**src/dual_timer_params.svh**
```systemverilog
// Register addresses, field positions, reset values and divisors
`ifndef DUAL_TIMER_PARAMS_SVH
`define DUAL_TIMER_PARAMS_SVH

// ----------------------------------------
// Register addresses
// ----------------------------------------
`define ADDR_RUN_FLAG 8'h88
`define ADDR_MODE 8'h89
`define ADDR_T0_LOW 8'h8A
`define ADDR_T1_LOW 8'h8B
`define ADDR_T0_HIGH 8'h8C
`define ADDR_T1_HIGH 8'h8D
`define ADDR_CLK_CTRL 8'h8E
`define ADDR_CLK_CTRL_EXT 8'hE4

// ----------------------------------------
// Reset values
// ----------------------------------------
`define RESET_BYTE 8'h00
`define CLK_CTRL_EXT_MASK 8'h0F

// ----------------------------------------
// Field positions
// ----------------------------------------
`define POS_T1_OVF 7
`define POS_T1_RUN 6
`define POS_T0_OVF 5
`define POS_T0_RUN 4
`define POS_T1_GATE 7
`define POS_T1_CNT 6
`define POS_T1_MODE 4
`define POS_T0_GATE 3
`define POS_T0_CNT 2
`define POS_T0_MODE 0
`define POS_T1_CLKSEL 3
`define POS_T0_CLKSEL 2
`define POS_PRESCALE 0

// ----------------------------------------
// Prescaler divisors
// ----------------------------------------
`define DIV_SEL_12 12
`define DIV_SEL_4 4
`define DIV_SEL_48 48
`define DIV_EXT_8 8

`endif

```
**src/dual_timer_pkg.sv**
```systemverilog
// Types shared by the dual timer design
package dual_timer_pkg;

	typedef enum logic [1:0] {
		MODE_13BIT = 2'h0,
		MODE_16BIT = 2'h1,
		MODE_RELOAD = 2'h2,
		MODE_SPLIT = 2'h3
	} timer_mode_t;

	typedef enum logic [1:0] {
		PRE_DIV12 = 2'h0,
		PRE_DIV4 = 2'h1,
		PRE_DIV48 = 2'h2,
		PRE_EXT8 = 2'h3
	} prescale_t;

endpackage

```
**src/dual_timer.sv**
```systemverilog
// Two legacy counter/timers, shared prescaler and clock-select bits
`timescale 1ns/1ps
`default_nettype none
`include "dual_timer_params.svh"

// Functional notes
// - Prescale field picks 12, 4, 48, ext/8
// - Timer one clock select: prescale or sysclk
// - Timer zero clock select: prescale or sysclk
// - Timers two/three byte selects pick sysclk
// - Same byte selects for timers four/five
// - Upper nibble of extended register reads zero
// - 13-bit count: high byte, low five bits
// - 13-bit wrap sets overflow, requests interrupt
// - Counter select counts falling pin edges
// - Run and (no gate or active input)
// - Run bit never clears the count
// - Timer one mirrors timer zero, input one
// - Mode 1 counts all sixteen bits
// - Auto-reload low byte from high byte
// - Split: low byte uses timer zero controls
// - Split: high byte timer, timer one run/flag
// - Split: timer one no pins, no flag
// - Split: timer one runs unless mode three
// - Mode field decode of four modes
// - Flags cleared by software or vectoring
module dual_timer
	import dual_timer_pkg::*;
(
	// Clock and reset
	input wire logic SYS_CLK,
	input wire logic NRST,
	// Special-function register port
	input wire logic [7:0] SFR_ADDR,
	input wire logic [7:0] SFR_WDATA,
	input wire logic SFR_WR,
	input wire logic SFR_RD,
	output logic [7:0] SFR_RDATA,
	// External pins
	input wire logic TIMER_ZERO_COUNT_PIN,
	input wire logic TIMER_ONE_COUNT_PIN,
	input wire logic EXT_IRQ_ZERO_INPUT,
	input wire logic EXT_IRQ_ONE_INPUT,
	input wire logic EXT_CLOCK,
	// Settings held elsewhere in the core
	input wire logic EXT_IRQ_ZERO_POLARITY,
	input wire logic EXT_IRQ_ONE_POLARITY,
	input wire logic TIMER_ZERO_IRQ_ENABLE,
	input wire logic TIMER_ONE_IRQ_ENABLE,
	input wire logic TIMER_ZERO_VECTOR_ACK,
	input wire logic TIMER_ONE_VECTOR_ACK,
	// Timers two to five clock selection
	input wire logic [3:0] EXT_SELECT_TICK,
	input wire logic [3:0] SPLIT_MODE,
	output logic [3:0] LOW_BYTE_TICK,
	output logic [3:0] HIGH_BYTE_TICK,
	// Results
	output logic TIMER_ZERO_IRQ,
	output logic TIMER_ONE_IRQ,
	output logic TIMER_ONE_OVF_PULSE,
	output logic [3:0] EXT_IRQ_CTRL
);

	// ----------------------------------------
	// Reset release
	// ----------------------------------------
	logic rst_meta_q, rst_n;

	always_ff @(posedge SYS_CLK or negedge NRST) begin
		if (!NRST) begin
			rst_meta_q <= 1'b0;
			rst_n <= 1'b0;
		end else begin
			rst_meta_q <= 1'b1;
			rst_n <= rst_meta_q;
		end
	end

	// ----------------------------------------
	// Input synchronisation
	// ----------------------------------------
	logic [4:0] pin_level, pin_fall;

	pin_sync #(
		.WIDTH(5),
		.IDLE(5'h1F)
	) u_sync (
		.clk(SYS_CLK),
		.rst_n(rst_n),
		.pin({EXT_CLOCK, EXT_IRQ_ONE_INPUT, EXT_IRQ_ZERO_INPUT,
			TIMER_ONE_COUNT_PIN, TIMER_ZERO_COUNT_PIN}),
		.level(pin_level),
		.fall(pin_fall)
	);

	// ----------------------------------------
	// Register state
	// ----------------------------------------
	logic [7:0] ctrl_q, ctrl_d;
	logic [7:0] mode_q, mode_d;
	logic [7:0] clk_q, clk_d;
	logic [3:0] clk_ext_q, clk_ext_d;
	logic [7:0] lo0_q, lo0_d, hi0_q, hi0_d;
	logic [7:0] lo1_q, lo1_d, hi1_q, hi1_d;
	logic [7:0] rdata_q, rdata_d;
	logic ovf_pulse_q, ovf_pulse_d;

	// ----------------------------------------
	// Field decode
	// ----------------------------------------
	timer_mode_t mode0, mode1;
	prescale_t pre_sel;
	logic presc_tick, split;
	logic act0, act1, en0, en1, en0h;
	logic tick0, tick1, tick0h;
	logic ovf0, ovf1, ovf0h;
	logic [16:0] step0, step1;
	logic [8:0] inc_lo0, inc_hi0;
	logic wr_ctrl;

	assign mode0 = timer_mode_t'(mode_q[`POS_T0_MODE +: 2]);
	assign mode1 = timer_mode_t'(mode_q[`POS_T1_MODE +: 2]);
	assign split = (mode0 == MODE_SPLIT);
	assign pre_sel = prescale_t'(clk_q[`POS_PRESCALE +: 2]);

	timer_prescaler u_presc (
		.clk(SYS_CLK),
		.rst_n(rst_n),
		.sel(pre_sel),
		.ext_fall(pin_fall[4]),
		.tick(presc_tick)
	);

	// gate input taken at its polarity
	assign act0 = EXT_IRQ_ZERO_POLARITY ? pin_level[2] : ~pin_level[2];
	// timer one gated by input one
	assign act1 = EXT_IRQ_ONE_POLARITY ? pin_level[3] : ~pin_level[3];

	assign en0 = ctrl_q[`POS_T0_RUN] & (~mode_q[`POS_T0_GATE] | act0);
	// split: timer one runs from its mode only
	always_comb begin
		if (split) begin
			en1 = (mode1 != MODE_SPLIT);
		end else begin
			en1 = ctrl_q[`POS_T1_RUN] & (~mode_q[`POS_T1_GATE] | act1)
				& (mode1 != MODE_SPLIT);
		end
	end
	// high byte enabled by timer one run
	assign en0h = split & ctrl_q[`POS_T1_RUN];

	assign tick0 = mode_q[`POS_T0_CNT] ? pin_fall[0]
		: (clk_q[`POS_T0_CLKSEL] | presc_tick);
	// timer one clock, no pin in split
	assign tick1 = (mode_q[`POS_T1_CNT] & ~split) ? pin_fall[1]
		: (clk_q[`POS_T1_CLKSEL] | presc_tick);
	// high byte only sysclk or prescaled
	assign tick0h = clk_q[`POS_T0_CLKSEL] | presc_tick;

	// ----------------------------------------
	// Count step for modes 0 to 2
	// ----------------------------------------
	function automatic logic [16:0] count_step(input timer_mode_t m,
		input logic [7:0] hi, input logic [7:0] lo);
		logic [16:0] r;
		logic [13:0] s13;
		logic [16:0] s16;
		logic [8:0] s8;
		r = {1'b0, hi, lo};
		s13 = {1'b0, hi, lo[4:0]} + 14'h0001;
		s16 = {1'b0, hi, lo} + 17'h00001;
		s8 = {1'b0, lo} + 9'h001;
		case (m)
			// 13-bit count, upper low bits untouched
			MODE_13BIT: r = {s13[13], s13[12:5], lo[7:5], s13[4:0]};
			MODE_16BIT: r = s16;
			// reload low from high on wrap
			MODE_RELOAD: r = {s8[8], hi, s8[8] ? hi : s8[7:0]};
			default: r = {1'b0, hi, lo};
		endcase
		return r;
	endfunction

	assign step0 = count_step(mode0, hi0_q, lo0_q);
	assign step1 = count_step(mode1, hi1_q, lo1_q);
	assign inc_lo0 = {1'b0, lo0_q} + 9'h001;
	assign inc_hi0 = {1'b0, hi0_q} + 9'h001;
	assign wr_ctrl = SFR_WR & (SFR_ADDR == `ADDR_RUN_FLAG);

	// ----------------------------------------
	// Next-state logic
	// ----------------------------------------
	always_comb begin
		ctrl_d = ctrl_q;
		mode_d = mode_q;
		clk_d = clk_q;
		clk_ext_d = clk_ext_q;
		lo0_d = lo0_q;
		hi0_d = hi0_q;
		lo1_d = lo1_q;
		hi1_d = hi1_q;
		ovf0 = 1'b0;
		ovf1 = 1'b0;
		ovf0h = 1'b0;

		if (en0 & tick0) begin
			if (split) begin
				// split low byte with timer zero controls
				lo0_d = inc_lo0[7:0];
				ovf0 = inc_lo0[8];
			end else begin
				ovf0 = step0[16];
				hi0_d = step0[15:8];
				lo0_d = step0[7:0];
			end
		end
		// high byte as second 8-bit timer
		if (en0h & tick0h) begin
			hi0_d = inc_hi0[7:0];
			ovf0h = inc_hi0[8];
		end
		// timer one same as timer zero
		if (en1 & tick1) begin
			ovf1 = step1[16];
			hi1_d = step1[15:8];
			lo1_d = step1[7:0];
		end

		// Software writes to a byte win over the count
		if (SFR_WR) begin
			case (SFR_ADDR)
				`ADDR_RUN_FLAG: ctrl_d = SFR_WDATA;
				`ADDR_MODE: mode_d = SFR_WDATA;
				`ADDR_T0_LOW: lo0_d = SFR_WDATA;
				`ADDR_T1_LOW: lo1_d = SFR_WDATA;
				`ADDR_T0_HIGH: hi0_d = SFR_WDATA;
				`ADDR_T1_HIGH: hi1_d = SFR_WDATA;
				`ADDR_CLK_CTRL: clk_d = SFR_WDATA;
				`ADDR_CLK_CTRL_EXT: clk_ext_d = SFR_WDATA[3:0];
				default: ;
			endcase
		end

		// flags cleared by software or vectoring
		if (TIMER_ZERO_VECTOR_ACK) begin
			ctrl_d[`POS_T0_OVF] = 1'b0;
		end
		if (TIMER_ONE_VECTOR_ACK) begin
			ctrl_d[`POS_T1_OVF] = 1'b0;
		end
		// overflow sets flag, set wins over clear
		if (ovf0) begin
			ctrl_d[`POS_T0_OVF] = 1'b1;
		end
		// timer one flag from high byte in split
		if (split ? ovf0h : ovf1) begin
			ctrl_d[`POS_T1_OVF] = 1'b1;
		end

		ovf_pulse_d = ovf1;

		rdata_d = rdata_q;
		if (SFR_RD) begin
			case (SFR_ADDR)
				`ADDR_RUN_FLAG: rdata_d = ctrl_q;
				`ADDR_MODE: rdata_d = mode_q;
				`ADDR_T0_LOW: rdata_d = lo0_q;
				`ADDR_T1_LOW: rdata_d = lo1_q;
				`ADDR_T0_HIGH: rdata_d = hi0_q;
				`ADDR_T1_HIGH: rdata_d = hi1_q;
				`ADDR_CLK_CTRL: rdata_d = clk_q;
				`ADDR_CLK_CTRL_EXT: rdata_d = {4'h0, clk_ext_q}
					& `CLK_CTRL_EXT_MASK;
				default: rdata_d = 8'h00;
			endcase
		end
	end

	// ----------------------------------------
	// Registers
	// ----------------------------------------
	always_ff @(posedge SYS_CLK or negedge rst_n) begin
		if (!rst_n) begin
			ctrl_q <= `RESET_BYTE;
			mode_q <= `RESET_BYTE;
			clk_q <= `RESET_BYTE;
			clk_ext_q <= 4'h0;
			lo0_q <= `RESET_BYTE;
			hi0_q <= `RESET_BYTE;
			lo1_q <= `RESET_BYTE;
			hi1_q <= `RESET_BYTE;
			rdata_q <= `RESET_BYTE;
			ovf_pulse_q <= 1'b0;
		end else begin
			ctrl_q <= ctrl_d;
			mode_q <= mode_d;
			clk_q <= clk_d;
			clk_ext_q <= clk_ext_d;
			lo0_q <= lo0_d;
			hi0_q <= hi0_d;
			lo1_q <= lo1_d;
			hi1_q <= hi1_d;
			rdata_q <= rdata_d;
			ovf_pulse_q <= ovf_pulse_d;
		end
	end

	// ----------------------------------------
	// Timers two to five clock selection
	// ----------------------------------------
	logic [3:0] low_sel, high_sel;

	assign low_sel = {clk_ext_q[2], clk_ext_q[0], clk_q[6], clk_q[4]};
	assign high_sel = {clk_ext_q[3], clk_ext_q[1], clk_q[7], clk_q[5]};

	genvar gi;
	generate
		for (gi = 0; gi < 4; gi++) begin : g_sel
			// set picks sysclk, else own choice
			assign LOW_BYTE_TICK[gi] = low_sel[gi] | EXT_SELECT_TICK[gi];
			// High byte selection matters only when split
			assign HIGH_BYTE_TICK[gi] = SPLIT_MODE[gi]
				& (high_sel[gi] | EXT_SELECT_TICK[gi]);
		end
	endgenerate

	// ----------------------------------------
	// Outputs
	// ----------------------------------------
	// interrupt request while flag and enable
	assign TIMER_ZERO_IRQ = ctrl_q[`POS_T0_OVF] & TIMER_ZERO_IRQ_ENABLE;
	assign TIMER_ONE_IRQ = ctrl_q[`POS_T1_OVF] & TIMER_ONE_IRQ_ENABLE;
	// Still usable for baud rates while split
	assign TIMER_ONE_OVF_PULSE = ovf_pulse_q;
	assign EXT_IRQ_CTRL = ctrl_q[3:0];
	assign SFR_RDATA = rdata_q;

endmodule
`default_nettype wire

```
**src/pin_sync.sv**
```systemverilog
// Two-stage synchroniser with falling-edge detect for input pins
`timescale 1ns/1ps
`default_nettype none
module pin_sync #(
	parameter int WIDTH = 5,
	parameter logic [WIDTH-1:0] IDLE = '1
) (
	// Clock and reset
	input wire logic clk,
	input wire logic rst_n,
	// Pins and synchronised views
	input wire logic [WIDTH-1:0] pin,
	output logic [WIDTH-1:0] level,
	output logic [WIDTH-1:0] fall
);

	logic [WIDTH-1:0] meta_q, meta_d;
	logic [WIDTH-1:0] sync_q, sync_d;
	logic [WIDTH-1:0] prev_q, prev_d;

	always_comb begin
		meta_d = pin;
		sync_d = meta_q;
		prev_d = sync_q;
	end

	always_ff @(posedge clk or negedge rst_n) begin
		if (!rst_n) begin
			meta_q <= IDLE;
			sync_q <= IDLE;
			prev_q <= IDLE;
		end else begin
			meta_q <= meta_d;
			sync_q <= sync_d;
			prev_q <= prev_d;
		end
	end

	assign level = sync_q;
	// Edge seen only in the synchronised domain, one per cycle at most
	assign fall = prev_q & ~sync_q;

endmodule
`default_nettype wire

```
**src/timer_prescaler.sv**
```systemverilog
// Shared prescaler producing one-cycle ticks for the two timers
`timescale 1ns/1ps
`default_nettype none
`include "dual_timer_params.svh"
module timer_prescaler
	import dual_timer_pkg::*;
(
	// Clock and reset
	input wire logic clk,
	input wire logic rst_n,
	// Control
	input wire prescale_t sel,
	input wire logic ext_fall,
	// Tick
	output logic tick
);

	logic [5:0] cnt_q, cnt_d;
	logic tick_q, tick_d;
	logic [5:0] limit;
	logic step;

	always_comb begin
		case (sel)
			PRE_DIV12: limit = 6'(`DIV_SEL_12 - 1);
			PRE_DIV4: limit = 6'(`DIV_SEL_4 - 1);
			PRE_DIV48: limit = 6'(`DIV_SEL_48 - 1);
			PRE_EXT8: limit = 6'(`DIV_EXT_8 - 1);
			default: limit = 6'(`DIV_SEL_12 - 1);
		endcase
		step = (sel == PRE_EXT8) ? ext_fall : 1'b1;
		cnt_d = cnt_q;
		tick_d = 1'b0;
		if (step) begin
			// >= so a change of divisor never strands the counter
			if (cnt_q >= limit) begin
				cnt_d = 6'h00;
				tick_d = 1'b1;
			end else begin
				cnt_d = cnt_q + 6'h01;
			end
		end
	end

	always_ff @(posedge clk or negedge rst_n) begin
		if (!rst_n) begin
			cnt_q <= 6'h00;
			tick_q <= 1'b0;
		end else begin
			cnt_q <= cnt_d;
			tick_q <= tick_d;
		end
	end

	assign tick = tick_q;

endmodule
`default_nettype wire

```
**config.mk**
```make
export PLATFORM = sky130hd
export DESIGN_NAME = dual_timer
export DESIGN_NICKNAME = d
export VERILOG_FILES = /design/src/dual_timer_pkg.sv /design/src/dual_timer.sv /design/src/pin_sync.sv /design/src/timer_prescaler.sv
export VERILOG_INCLUDE_DIRS = /design/src /design/src/src
export SDC_FILE = /design/constraint.sdc
export NUM_CORES = 1
export LEC_CHECK = 0
export BUFFER_PORTS_ARGS = -buffer_cell sky130_fd_sc_hd__buf_2
export CAP_MARGIN = 15
export CORE_MARGIN = 5
export CORE_UTILIZATION = 54
export DETAILED_ROUTE_END_ITERATION = 6
export PLACE_DENSITY = 0.74
export RECOVER_POWER = 25
export REMOVE_ABC_BUFFERS = 1
export SLEW_MARGIN = 30
export SYNTH_ARGS = -nofsm -noshare
export SYNTH_HDL_FRONTEND = slang
export SYNTH_HIERARCHICAL = 1
export SYNTH_SLANG_ARGS = --single-unit
```
**constraint.sdc**
```tcl
create_clock -name SYS_CLK -period 3 [get_ports SYS_CLK]
set_clock_uncertainty 0.1 [all_clocks]
set_input_delay 0.6 -clock SYS_CLK [delete_from_list [all_inputs] [get_ports SYS_CLK]]
set_output_delay 0.6 -clock SYS_CLK [all_outputs]
set_load 0.005 [all_outputs]
```
== Word level (Yosys, flattened, before mapping) ==
Cells that the tools add are included.

* Register bits after elaboration: 93
* Input bits: 39
* Output and inout bits: 23
* Logic and storage cells: 132

* Add/subtract/negate cells: 8
* Order comparisons: 1
* Eq/ne operators: 17
* Mux-type cells: 41
* Bitwise gates (word level): 33
* Reductions and logical operators: 13

{| class="wikitable"
|+ Operator list
! kind !! number
|-
| $mux 8 || 19
|-
| $pmux 17 s3 || 2
|-
| $eq 8x8->1 const B || 8
|-
| $pmux 8 s8 || 1
|-
| $add 16x1->17 const B || 2
|-
| $add 13x1->14 const B || 2
|-
| $add 8x1->9 const B || 3
|-
| $pmux 6 s4 || 1
|-
| $mux 1 || 17
|-
| $and 1x1->1 || 14
|-
| $or 1x1->1 || 12
|-
| $reduce_and 2->1 || 6
|-
| $reduce_bool 3->1 || 4
|-
| $eq 2x2->1 const B || 5
|-
| $add 6x1->6 const B || 1
|-
| $eq 2x1->1 const B || 3
|-
| $ge 6x6->1 || 1
|-
| $logic_not 2->1 || 3
|-
| $mux 6 || 1
|-
| $and 5x5->5 || 1
|-
| $not 1->1 || 5
|-
| $not 5->5 || 1
|-
| $ne 2x2->1 const B || 1
|}

== Depth between registers and ports, before layout ==
Gate-level depths: netlist (run 1).

* Word-level depth: 11
* Depth in mapped cells: 10
* Gate-level depth less buffers: 7

== Modules after synthesis ==
The synthesis (run 1) kept the hierarchy.

{| class="wikitable"
|+ Modules (own cells, without submodules)
! module !! instances !! cells an instance !! area each (um^2) !! seq. area each (um^2)
|-
| dual_timer || 1 || 551 || 4,779.6 || 1,776.7
|-
| pin_sync || 1 || 20 || 462.9 || 394.1
|-
| timer_prescaler || 1 || 45 || 451.7 || 175.2
|}

== Worst setup path before layout (run 1) ==
OpenSTA, ideal clock, no wires.

* Path kind: input to register
* Start: in EXT_IRQ_ZERO_POLARITY
* End: reg hi0_q[1]
* Library setup time: 0.126 ns
* Data arrival time: 2.121 ns
* Data required time: 2.774 ns
* Path slack: 0.653 ns
* Stages: 7
* Path buffers: 1
* Cell sequence: xor2_1 -> and2_2 -> or2_2 -> buf_2 -> nor4b_1 -> xor2_1 -> a221o_1

* Longest elaborated chain between the ends: 8

{| class="wikitable"
|+ Ends and longest elaborated chain
! item !! line !! text
|-
| start, declared || dual_timer.sv:46 || <nowiki>input wire logic EXT_IRQ_ZERO_POLARITY,</nowiki>
|-
| $mux 1 * || dual_timer.sv:135 || <nowiki>assign act0 = EXT_IRQ_ZERO_POLARITY ? pin_level[2] : ~pin_level[2];</nowiki>
|-
| $or 1x1->1 * || dual_timer.sv:139 || <nowiki>assign en0 = ctrl_q[`POS_T0_RUN] & (~mode_q[`POS_T0_GATE] | act0);</nowiki>
|-
| $and 1x1->1 * || dual_timer.sv:139 ||
|-
| $and 1x1->1 * || dual_timer.sv:206 || <nowiki>if (en0 & tick0) begin</nowiki>
|-
| $mux 8 * || dual_timer.sv:206 ||
|-
| $mux 8 * || dual_timer.sv:218 || <nowiki>if (en0h & tick0h) begin</nowiki>
|-
| $mux 8 || dual_timer.sv:231 || <nowiki>case (SFR_ADDR)</nowiki>
|-
| $mux 8 * || dual_timer.sv:230 || <nowiki>if (SFR_WR) begin</nowiki>
|-
| named net hi0_d[1] || dual_timer.sv:103 || <nowiki>logic [7:0] lo0_q, lo0_d, hi0_q, hi0_d;</nowiki>
|-
| end signal, assigned || dual_timer.sv:289 || <nowiki>hi0_q <= `RESET_BYTE;</nowiki>
|-
| end signal, assigned || dual_timer.sv:300 || <nowiki>hi0_q <= hi0_d;</nowiki>
|-
| end, declared || dual_timer.sv:103 ||
|}

Mark *: on every way through the listed nets, which the timed path passes. The rest lies on a longest branch.
A chain may end at the register's enable or synchronous reset.

== Worst setup path after layout (run 1) ==
* Start: reg lo0_q[0]
* End: reg hi0_q[4]

* Longest elaborated chain between the ends: 7
* Elaborated cells between the ends (all ways): 8
* Classes of those cells: 2 x add/sub; 6 x mux

{| class="wikitable"
|+ Ends and longest elaborated chain
! item !! line !! text
|-
| start, declared || dual_timer.sv:103 ||
|-
| start signal, assigned || dual_timer.sv:288 || <nowiki>lo0_q <= `RESET_BYTE;</nowiki>
|-
| start signal, assigned || dual_timer.sv:299 || <nowiki>lo0_q <= lo0_d;</nowiki>
|-
| $add 16x1->17 or $add 13x1->14 (tied branches) || dual_timer.sv:171, dual_timer.sv:170 ||
|-
| $pmux 17 s3 * || dual_timer.sv:173 || <nowiki>case (m)</nowiki>
|-
| $mux 8 * || dual_timer.sv:207 || <nowiki>if (split) begin</nowiki>
|-
| $mux 8 * || dual_timer.sv:206 ||
|-
| $mux 8 * || dual_timer.sv:218 ||
|-
| $mux 8 || dual_timer.sv:231 ||
|-
| $mux 8 * || dual_timer.sv:230 ||
|-
| named net hi0_d[4] || dual_timer.sv:103 ||
|}

Marked as above.

==> results.env, run 1 <==
RUN_STATUS='finished, violations left'
FAILING_CHECKS='capacitance limit, slew limit'
NETLIST_INSTANCES=612
ROUTED_WIRE_LENGTH_PER_INSTANCE_UM=20.5
WORST_SLEW_PIN_SLEW_NS=1.99
DP.FINAL_HPWL_MM=11.9
POST-PLACE-WS_NS=0.316
VIA_PER_INST=6.47
GRT_PASS1_VIAS=4897
CTS_POST_SETUP_BUFFERS_INSERTED=0
FMAX_MHz=399
FLOORPLAN.CORE_AREA_UM2=10200
INTERNAL_POWER_uW=2010
DETAIL_ROUTE.WIRELENGTH_MM=16.3
PLACE.GP.CONGESTION=0.969
CLK_PATH_BUF_DEPTH=2
GRT_START_MAX_NET_PINS=49
CLOCKPOWERSHARE=0.300
NUMPORTBUFFERS=61
TOTAL_CONGESTION_OVERFLOW=0
ROWS=37
CRIT-REG2REG-LAUNCH='lo0_q[0]'
CTS_HTREE_LEVELS=3
CRITPATHARRIVALTIME_NS=2.68
FIRST_PASS_ITERS=5
DESIGN.FINAL.NETS=698
CLK_LATENCY_WORST_SKEW_PAIR_NS=0.38
SWITCHING_SHARE=0.319
TIMING.FINAL.MAX_SLEW_VIOLATIONS=48
TRITONCTS='yes'
DIE_WIDTH_UM=112
HOLD_VIOLATIONS=0
GRT.TOTAL_USAGE=0.267
EFFECTIVE_UTILIZATION_AT_FLOORPLAN=0.549
ENDPOINT_KIND='flop'
INITIAL_ANTENNA_VIOLATION_COUNT=0
STDCELL_AREA_UM2=6180
POST_CTS_RESIZED=0
POWER_FRAC_SEQ=0.525
WORSTHOLDENDPOINT='u_sync/meta_q[1]'
WIRE_LENGTH_OF_THE_FIRST_GLOBAL_ROUTING_PASS_MM=26.3
RR_WORST_DEPTH=7
SYN_AREA_PER_CELL_UM2=9.17
WORST_HOLD_STARTPOINT='TIMER_ONE_COUNT_PIN'
HOLDBUFCOUNTCTS=1
WHS_PATH_DEPTH=1
CLOCK_NET_SINK_COUNT=91
FIN_CRIT_NS=2.51
WORST-ENDPOINT-REQUIRED_NS=3.17
CRITICAL_PATH_PEAK_FANOUT=6
CHIPHEIGHT_UM=112
DPL_CELL_AREA_UM2=5980
PWR-SHARE-COMB=0.175
CAP_VIOLATIONS=1
CTS.REPORTEDPATHS.CLKPINSLEW_NS=0.09
HOLD_SLACK_NS=0.196
POWER_PER_CELL_AREA_nW_PER_UM2=477
DRCVIOLATIONCOUNT=0
CELLLEAKAGEPOWER_uW=0.00264
CRITICALPATHCATEGORY='flop to flop'
SLEW-LIMIT-HEADROOM=-0.326
SETUP_WS_NS=0.492
NUMBER_OF_ENDPOINTS_FAILING_SETUP_AT_THE_FINAL_STAGE=0
ROOT_BUFFER='sky130_fd_sc_hd__clkbuf_8'
NUMBER_OF_DIODES=0
YOSYSWARNINGCOUNT=6
RSZ_0062_RAISED_AFTER_GLOBAL_ROUTING='no'
TOP_LEVEL_PORTS=62
FLOW.AREA_GROWTH_FROM_SYNTHESIS_PCT=10.1
COMMONEST_NON_FILL_NON_TAP_CELLS_IN_THE_LAYOUT='sky130_fd_sc_hd__dfrtp_1 (78), sky130_fd_sc_hd__buf_2 (59), sky130_fd_sc_hd__nand2_1 (58)'
FINAL_CLOCK_PERIOD_UTILIZATION_BY_THE_WORST_PATH=0.836
TIMING.CRITICAL_PATH.FROM_TYPE='flop'
POST_ROUTE_CELLS_DRIVE_ABOVE_1_SHARE=0.225
DRTITER0DRC=517
TIMING.REG2REG.SETUP_SLACK_NS=0.49
HOLD_PATH.CLASS='primary input to flop'
POWER.SWITCHING_uW=940
LAYOUT.CELLS.MOST_COMMON='sky130_fd_sc_hd__dfrtp_1'
WORST_IR_DROP_VDD_mV=0.328
ANT_NETS=0
FP.DIEAREA_UM2=12500
CTS_BUFFERS=9
LAYOUT.CELLS.NON_FILLER=793
MAPPEDNETLISTAREA_UM2=5610
PLACE_INST=776
REG2REG_TO='hi0_q[4]'
VIAS=5127
FIN_TNS_SETUP_NS=0
[worst max path at each step]
stage / startpoint / endpoint / slack [ns] / depth (start not counted)
final: lo0_q[0] / hi0_q[4] / 0.49 / 7
after global routing: lo0_q[0] / hi0_q[6] / 0.35 / 7
after CTS: lo0_q[0] / hi0_q[4] / 0.53 / 7
after detailed placement: SFR_ADDR[2] / ctrl_q[7] / 0.32 / 7
after global placement: SFR_ADDR[1] / clk_q[2] / 0.39 / 4
after floorplan: rst_n / SFR_RDATA[0] / 0.20 / 0
[power by group through the flow]
stage | logic, uW | registers, uW | clock network, uW
3_3_place_gp | 484 | 1570 | 0
3_5_place_dp | 512 | 1560 | 0
2_1_floorplan | 352 | 1500 | 0
5_1_grt | 577 | 1560 | 948
6_report | 516 | 1550 | 883
4_1_cts | 515 | 1540 | 898
[flip-flops by register name, summed over array words and instances (netlist names)]
signal and count:
u_presc/cnt_q 6, u_sync/level 5, hi1_q 8, u_presc/tick 1, SFR_RDATA 8, lo1_q 8, rst_meta_q 1, clk_q 8
rst_n 1, u_sync/meta_q 5, hi0_q 8, lo0_q 8, ctrl_q 8, mode_q 8, u_sync/prev_q 3, TIMER_ONE_OVF_PULSE 1
clk_ext_q 4
[layer usage]
layer | vias to the layer above | track usage | wire length (um)
li1 | 2336 | - | -
met1 | 2456 | 0.390 | 7190
met2 | 287 | 0.388 | 6860
met3 | 48 | 0.0538 | 1680
met4 | 0 | 0.109 | 549
met5 | - | 0 | 0
[critical path: stages (launching register included)]
cell and delay (ns):
sky130_fd_sc_hd__dfrtp_1 0.45, sky130_fd_sc_hd__ha_1 0.29, sky130_fd_sc_hd__nand4_2 0.20, sky130_fd_sc_hd__or3_1 0.42
sky130_fd_sc_hd__a2111o_1 0.49, sky130_fd_sc_hd__a21oi_1 0.23, sky130_fd_sc_hd__xnor2_1 0.16, sky130_fd_sc_hd__o21ai_2 0.07
[area by class of cell]
class	instances	area, um^2
clock buffers	11	141
multi-input cells	463	3060
inverters	15	56.3
clock inverters	5	61.3
well taps	136	170
fillers	891	4050
flip-flops and latches	91	2290
repair buffers	72	400
[per-stage QoR]
step                utilization  total power, uW
floorplan                     -             1850
global placement          0.582             2050
detailed placement        0.584             2080
CTS                       0.605             2950
global route              0.604             3090
finish                    0.604             2950
(Power assumes the default switching activity.)
==> run 2: changes to the inputs <==
Settings changed: CORE_UTILIZATION 54 to 57, PLACE_DENSITY 0.74 to 0.75.
Clock period 3 ns to 2.41 ns, I/O delays scaled along.
==> run 2 against run 1 <==
Design area grew 4.0%. Worst setup slack worse by 0.38 ns. Non-clock buffer count increased by 31. Highest routed layer unchanged. Sequential share of layout area shrank 1.4 points. Sequential cell count unchanged. Critical path depth unchanged. The flow still finishes with violations (capacitance limit, slew limit). Utilization increased by 6.0 points. Via count increased by 2.1%. Cell count increased by 3.5%.
==> results.env, run 2 (synthesized netlist as in run 1, its figures left out) <==
DESIGN.FINAL.NETS=729  # +4.4%
NUMBER_OF_DIODES=0  # unchanged
CTS_BUFFERS=9  # unchanged
CRITICAL_PATH_PEAK_FANOUT=5  # -1
POWER_PER_CELL_AREA_nW_PER_UM2=589  # +24%
WIRE_LENGTH_OF_THE_FIRST_GLOBAL_ROUTING_PASS_MM=26.5  # +0.47%
RR_WORST_DEPTH=7  # unchanged
TIMING.REG2REG.SETUP_SLACK_NS=0.11  # -0.38 ns
FLOORPLAN.CORE_AREA_UM2=9680  # -5.3%
POST-PLACE-WS_NS=0.0785  # -0.237 ns
DP.FINAL_HPWL_MM=12.4  # +4.2%
LAYOUT.CELLS.NON_FILLER=821  # +3.5%
POST_ROUTE_CELLS_DRIVE_ABOVE_1_SHARE=0.265  # +0.0393
HOLD_VIOLATIONS=0  # unchanged
FMAX_MHz=435  # +9.0%
GRT.TOTAL_USAGE=0.292  # +0.0251
RSZ_0062_RAISED_AFTER_GLOBAL_ROUTING='no'
HOLD_PATH.CLASS='primary input to flop'
FIN_CRIT_NS=2.30  # -0.207 ns
EFFECTIVE_UTILIZATION_AT_FLOORPLAN=0.580  # +0.0310
DETAIL_ROUTE.WIRELENGTH_MM=16.5  # +1.7%
TOTAL_CONGESTION_OVERFLOW=0  # unchanged
FINAL.FILL_COUNT=813  # -8.8%
GRT_START_MAX_NET_PINS=50  # +2.0%
SETUP_WS_NS=0.109  # -0.383 ns
LAYOUT.CELLS.MOST_COMMON='sky130_fd_sc_hd__dfrtp_1'
WHS_PATH_DEPTH=1  # unchanged
PLACE_INST=803  # +3.5%
FIN_TNS_SETUP_NS=0  # unchanged
MULTI_INPUT_COMB_AREA_UM2=3060  # about the same
CRIT-REG2REG-LAUNCH='lo0_q[1]'
SLEW-LIMIT-HEADROOM=-0.120  # +0.206
ROUTED_WIRE_LENGTH_PER_INSTANCE_UM=20.2  # -1.8%
CTS_HTREE_LEVELS=3  # unchanged
CTS.REPORTEDPATHS.CLKPINSLEW_NS=0.10  # about the same
CLK_PATH_BUF_DEPTH=2  # unchanged
ENDPOINT_KIND='flop'
RUN_STATUS='finished, violations left'
FP.DIEAREA_UM2=11900  # -4.8%
FINAL_CLOCK_PERIOD_UTILIZATION_BY_THE_WORST_PATH=0.955  # +0.119
DRCVIOLATIONCOUNT=0  # unchanged
VIA_PER_INST=6.38  # -1.4%
POWER.SWITCHING_uW=1250  # +33%
FF_LATCH_AREA_UM2=2290  # unchanged
CRITPATHARRIVALTIME_NS=2.47  # -0.21 ns
DPL_CELL_AREA_UM2=6200  # +3.7%
TIMING.CRITICAL_PATH.FROM_TYPE='flop'
TIMING.FINAL.MAX_SLEW_VIOLATIONS=41  # -15%
PWR-SHARE-COMB=0.192  # +0.017
NUMPORTBUFFERS=61  # unchanged
WORSTHOLDENDPOINT='u_sync/meta_q[4]'
CAP_VIOLATIONS=1  # unchanged
POWER_FRAC_SEQ=0.501  # -0.024
DRTITER0DRC=598  # +16%
CELLLEAKAGEPOWER_uW=0.00280  # +6.0%
INITIAL_ANTENNA_VIOLATION_COUNT=0  # unchanged
VIAS=5235  # +2.1%
FAILING_CHECKS='capacitance limit, slew limit'
CHIPHEIGHT_UM=109  # -2.4%
WORST_IR_DROP_VDD_mV=0.378  # +15%
ANT_NETS=0  # unchanged
FLOW.AREA_GROWTH_FROM_SYNTHESIS_PCT=14.6
WORST_SLEW_PIN_SLEW_NS=1.68  # -0.309 ns
CLOCK_NET_SINK_COUNT=91  # unchanged
TOP_LEVEL_PORTS=62  # unchanged
REG2REG_TO='hi0_q[4]'
WORST-ENDPOINT-REQUIRED_NS=2.58  # -0.59 ns
NUMBER_OF_ENDPOINTS_FAILING_SETUP_AT_THE_FINAL_STAGE=0  # unchanged
INTERNAL_POWER_uW=2530  # +26%
COMMONEST_NON_FILL_NON_TAP_CELLS_IN_THE_LAYOUT='sky130_fd_sc_hd__dfrtp_1 (78), sky130_fd_sc_hd__buf_2 (60), sky130_fd_sc_hd__nand2_1 (58)'
SWITCHING_SHARE=0.331  # +0.0117
FIRST_PASS_ITERS=7  # +2
ROOT_BUFFER='sky130_fd_sc_hd__clkbuf_8'
PLACE.GP.CONGESTION=0.977  # +0.91%
CLK_LATENCY_WORST_SKEW_PAIR_NS=0.38  # about the same
STDCELL_AREA_UM2=6430  # +4.0%
ROWS=36  # -2.7%
GRT_PASS1_VIAS=5038  # +2.9%
DIE_WIDTH_UM=109  # -2.4%
WORST_HOLD_STARTPOINT='EXT_CLOCK'
CRITICALPATHCATEGORY='flop to flop'
TRITONCTS='yes'
CLOCKPOWERSHARE=0.308  # +0.008
==> run 2: cell count changes in the layout (fill, tap and decap cells not counted) <==
| cell | previous run | this run |
|---|---|---|
| sky130_fd_sc_hd__inv_8 | 0 | 2 |
| sky130_fd_sc_hd__ha_1 | 7 | 6 |
| sky130_fd_sc_hd__buf_4 | 9 | 40 |
| sky130_fd_sc_hd__buf_2 | 59 | 60 |
| sky130_fd_sc_hd__clkbuf_8 | 10 | 9 |
| sky130_fd_sc_hd__clkbuf_1 | 3 | 1 |
| sky130_fd_sc_hd__clkinv_2 | 1 | 0 |
| sky130_fd_sc_hd__clkinv_8 | 0 | 1 |
| sky130_fd_sc_hd__ha_2 | 0 | 1 |
==> run 2: power groups by stage <==
stage / Clock [uW] / Sequential, uW / Combinational, uW
after floorplan: 0 / 1870 / 439
after global placement: 0 / 1910 / 678
after detailed placement: 0 / 1920 / 706
after CTS: 1180 / 1890 / 712
after global routing: 1250 / 1920 / 804
final: 1160 / 1900 / 726
==> run 2: critical path: stages (launching register included) <==
cell and delay, ns:
sky130_fd_sc_hd__dfrtp_1 0.42, sky130_fd_sc_hd__ha_2 0.24, sky130_fd_sc_hd__nand4_2 0.12, sky130_fd_sc_hd__or3_1 0.38
sky130_fd_sc_hd__a2111o_1 0.50, sky130_fd_sc_hd__a21oi_1 0.21, sky130_fd_sc_hd__xnor2_1 0.15, sky130_fd_sc_hd__o21ai_2 0.06
==> run 2: what timing repair did <==
item                       4_1_cts  5_1_grt
setup endpoints to repair        0        3
buffers inserted                 0        1
resized for setup                0        1
hold buffers                     1        0
hold endpoints to repair         2        0
==> run 2: worst max-delay path by stage <==
stage | start | to | slack, ns | cells past startpoint
after detailed placement | lo0_q[1] | hi0_q[4] | 0.08 | 7
after floorplan | rst_n | SFR_RDATA[0] | -0.39 | 0
after CTS | lo0_q[1] | hi0_q[4] | 0.07 | 7
final | lo0_q[1] | hi0_q[4] | 0.11 | 7
after global routing | lo0_q[1] | hi0_q[4] | 0.02 | 7
after global placement | EXT_IRQ_ZERO_POLARITY | hi0_q[1] | 0.15 | 7
==> run 2: per-layer routing <==
layer | GRT usage | vias up | routed length [um]
li1 | - | 2396 | -
met2 | 0.436 | 299 | 7080
met4 | 0.0855 | 0 | 318
met1 | 0.425 | 2510 | 7250
met5 | 0 | - | 0
met3 | 0.0675 | 30 | 1890
==> run 2: layout make-up <==
| class | count | share of cell area |
|---|---|---|
| timing repair buffer | 103 | 0.0986 |
| clock buffer | 9 | 0.0193 |
| sequential | 91 | 0.357 |
| inverter | 15 | 0.00875 |
| clock inverter | 7 | 0.0148 |
| tap | 133 | 0.0259 |
| multi-input combinational | 463 | 0.476 |
==> run 2: through the flow <==
stage          power [uW]   util  hold slack, ns
2_1_floorplan        2310      -          0.0864
3_3_place_gp         2590  0.640           0.167
3_5_place_dp         2630  0.640           0.170
4_1_cts              3780  0.664          0.0837
5_1_grt              3970  0.664          0.0798
6_report             3790  0.664          0.0952
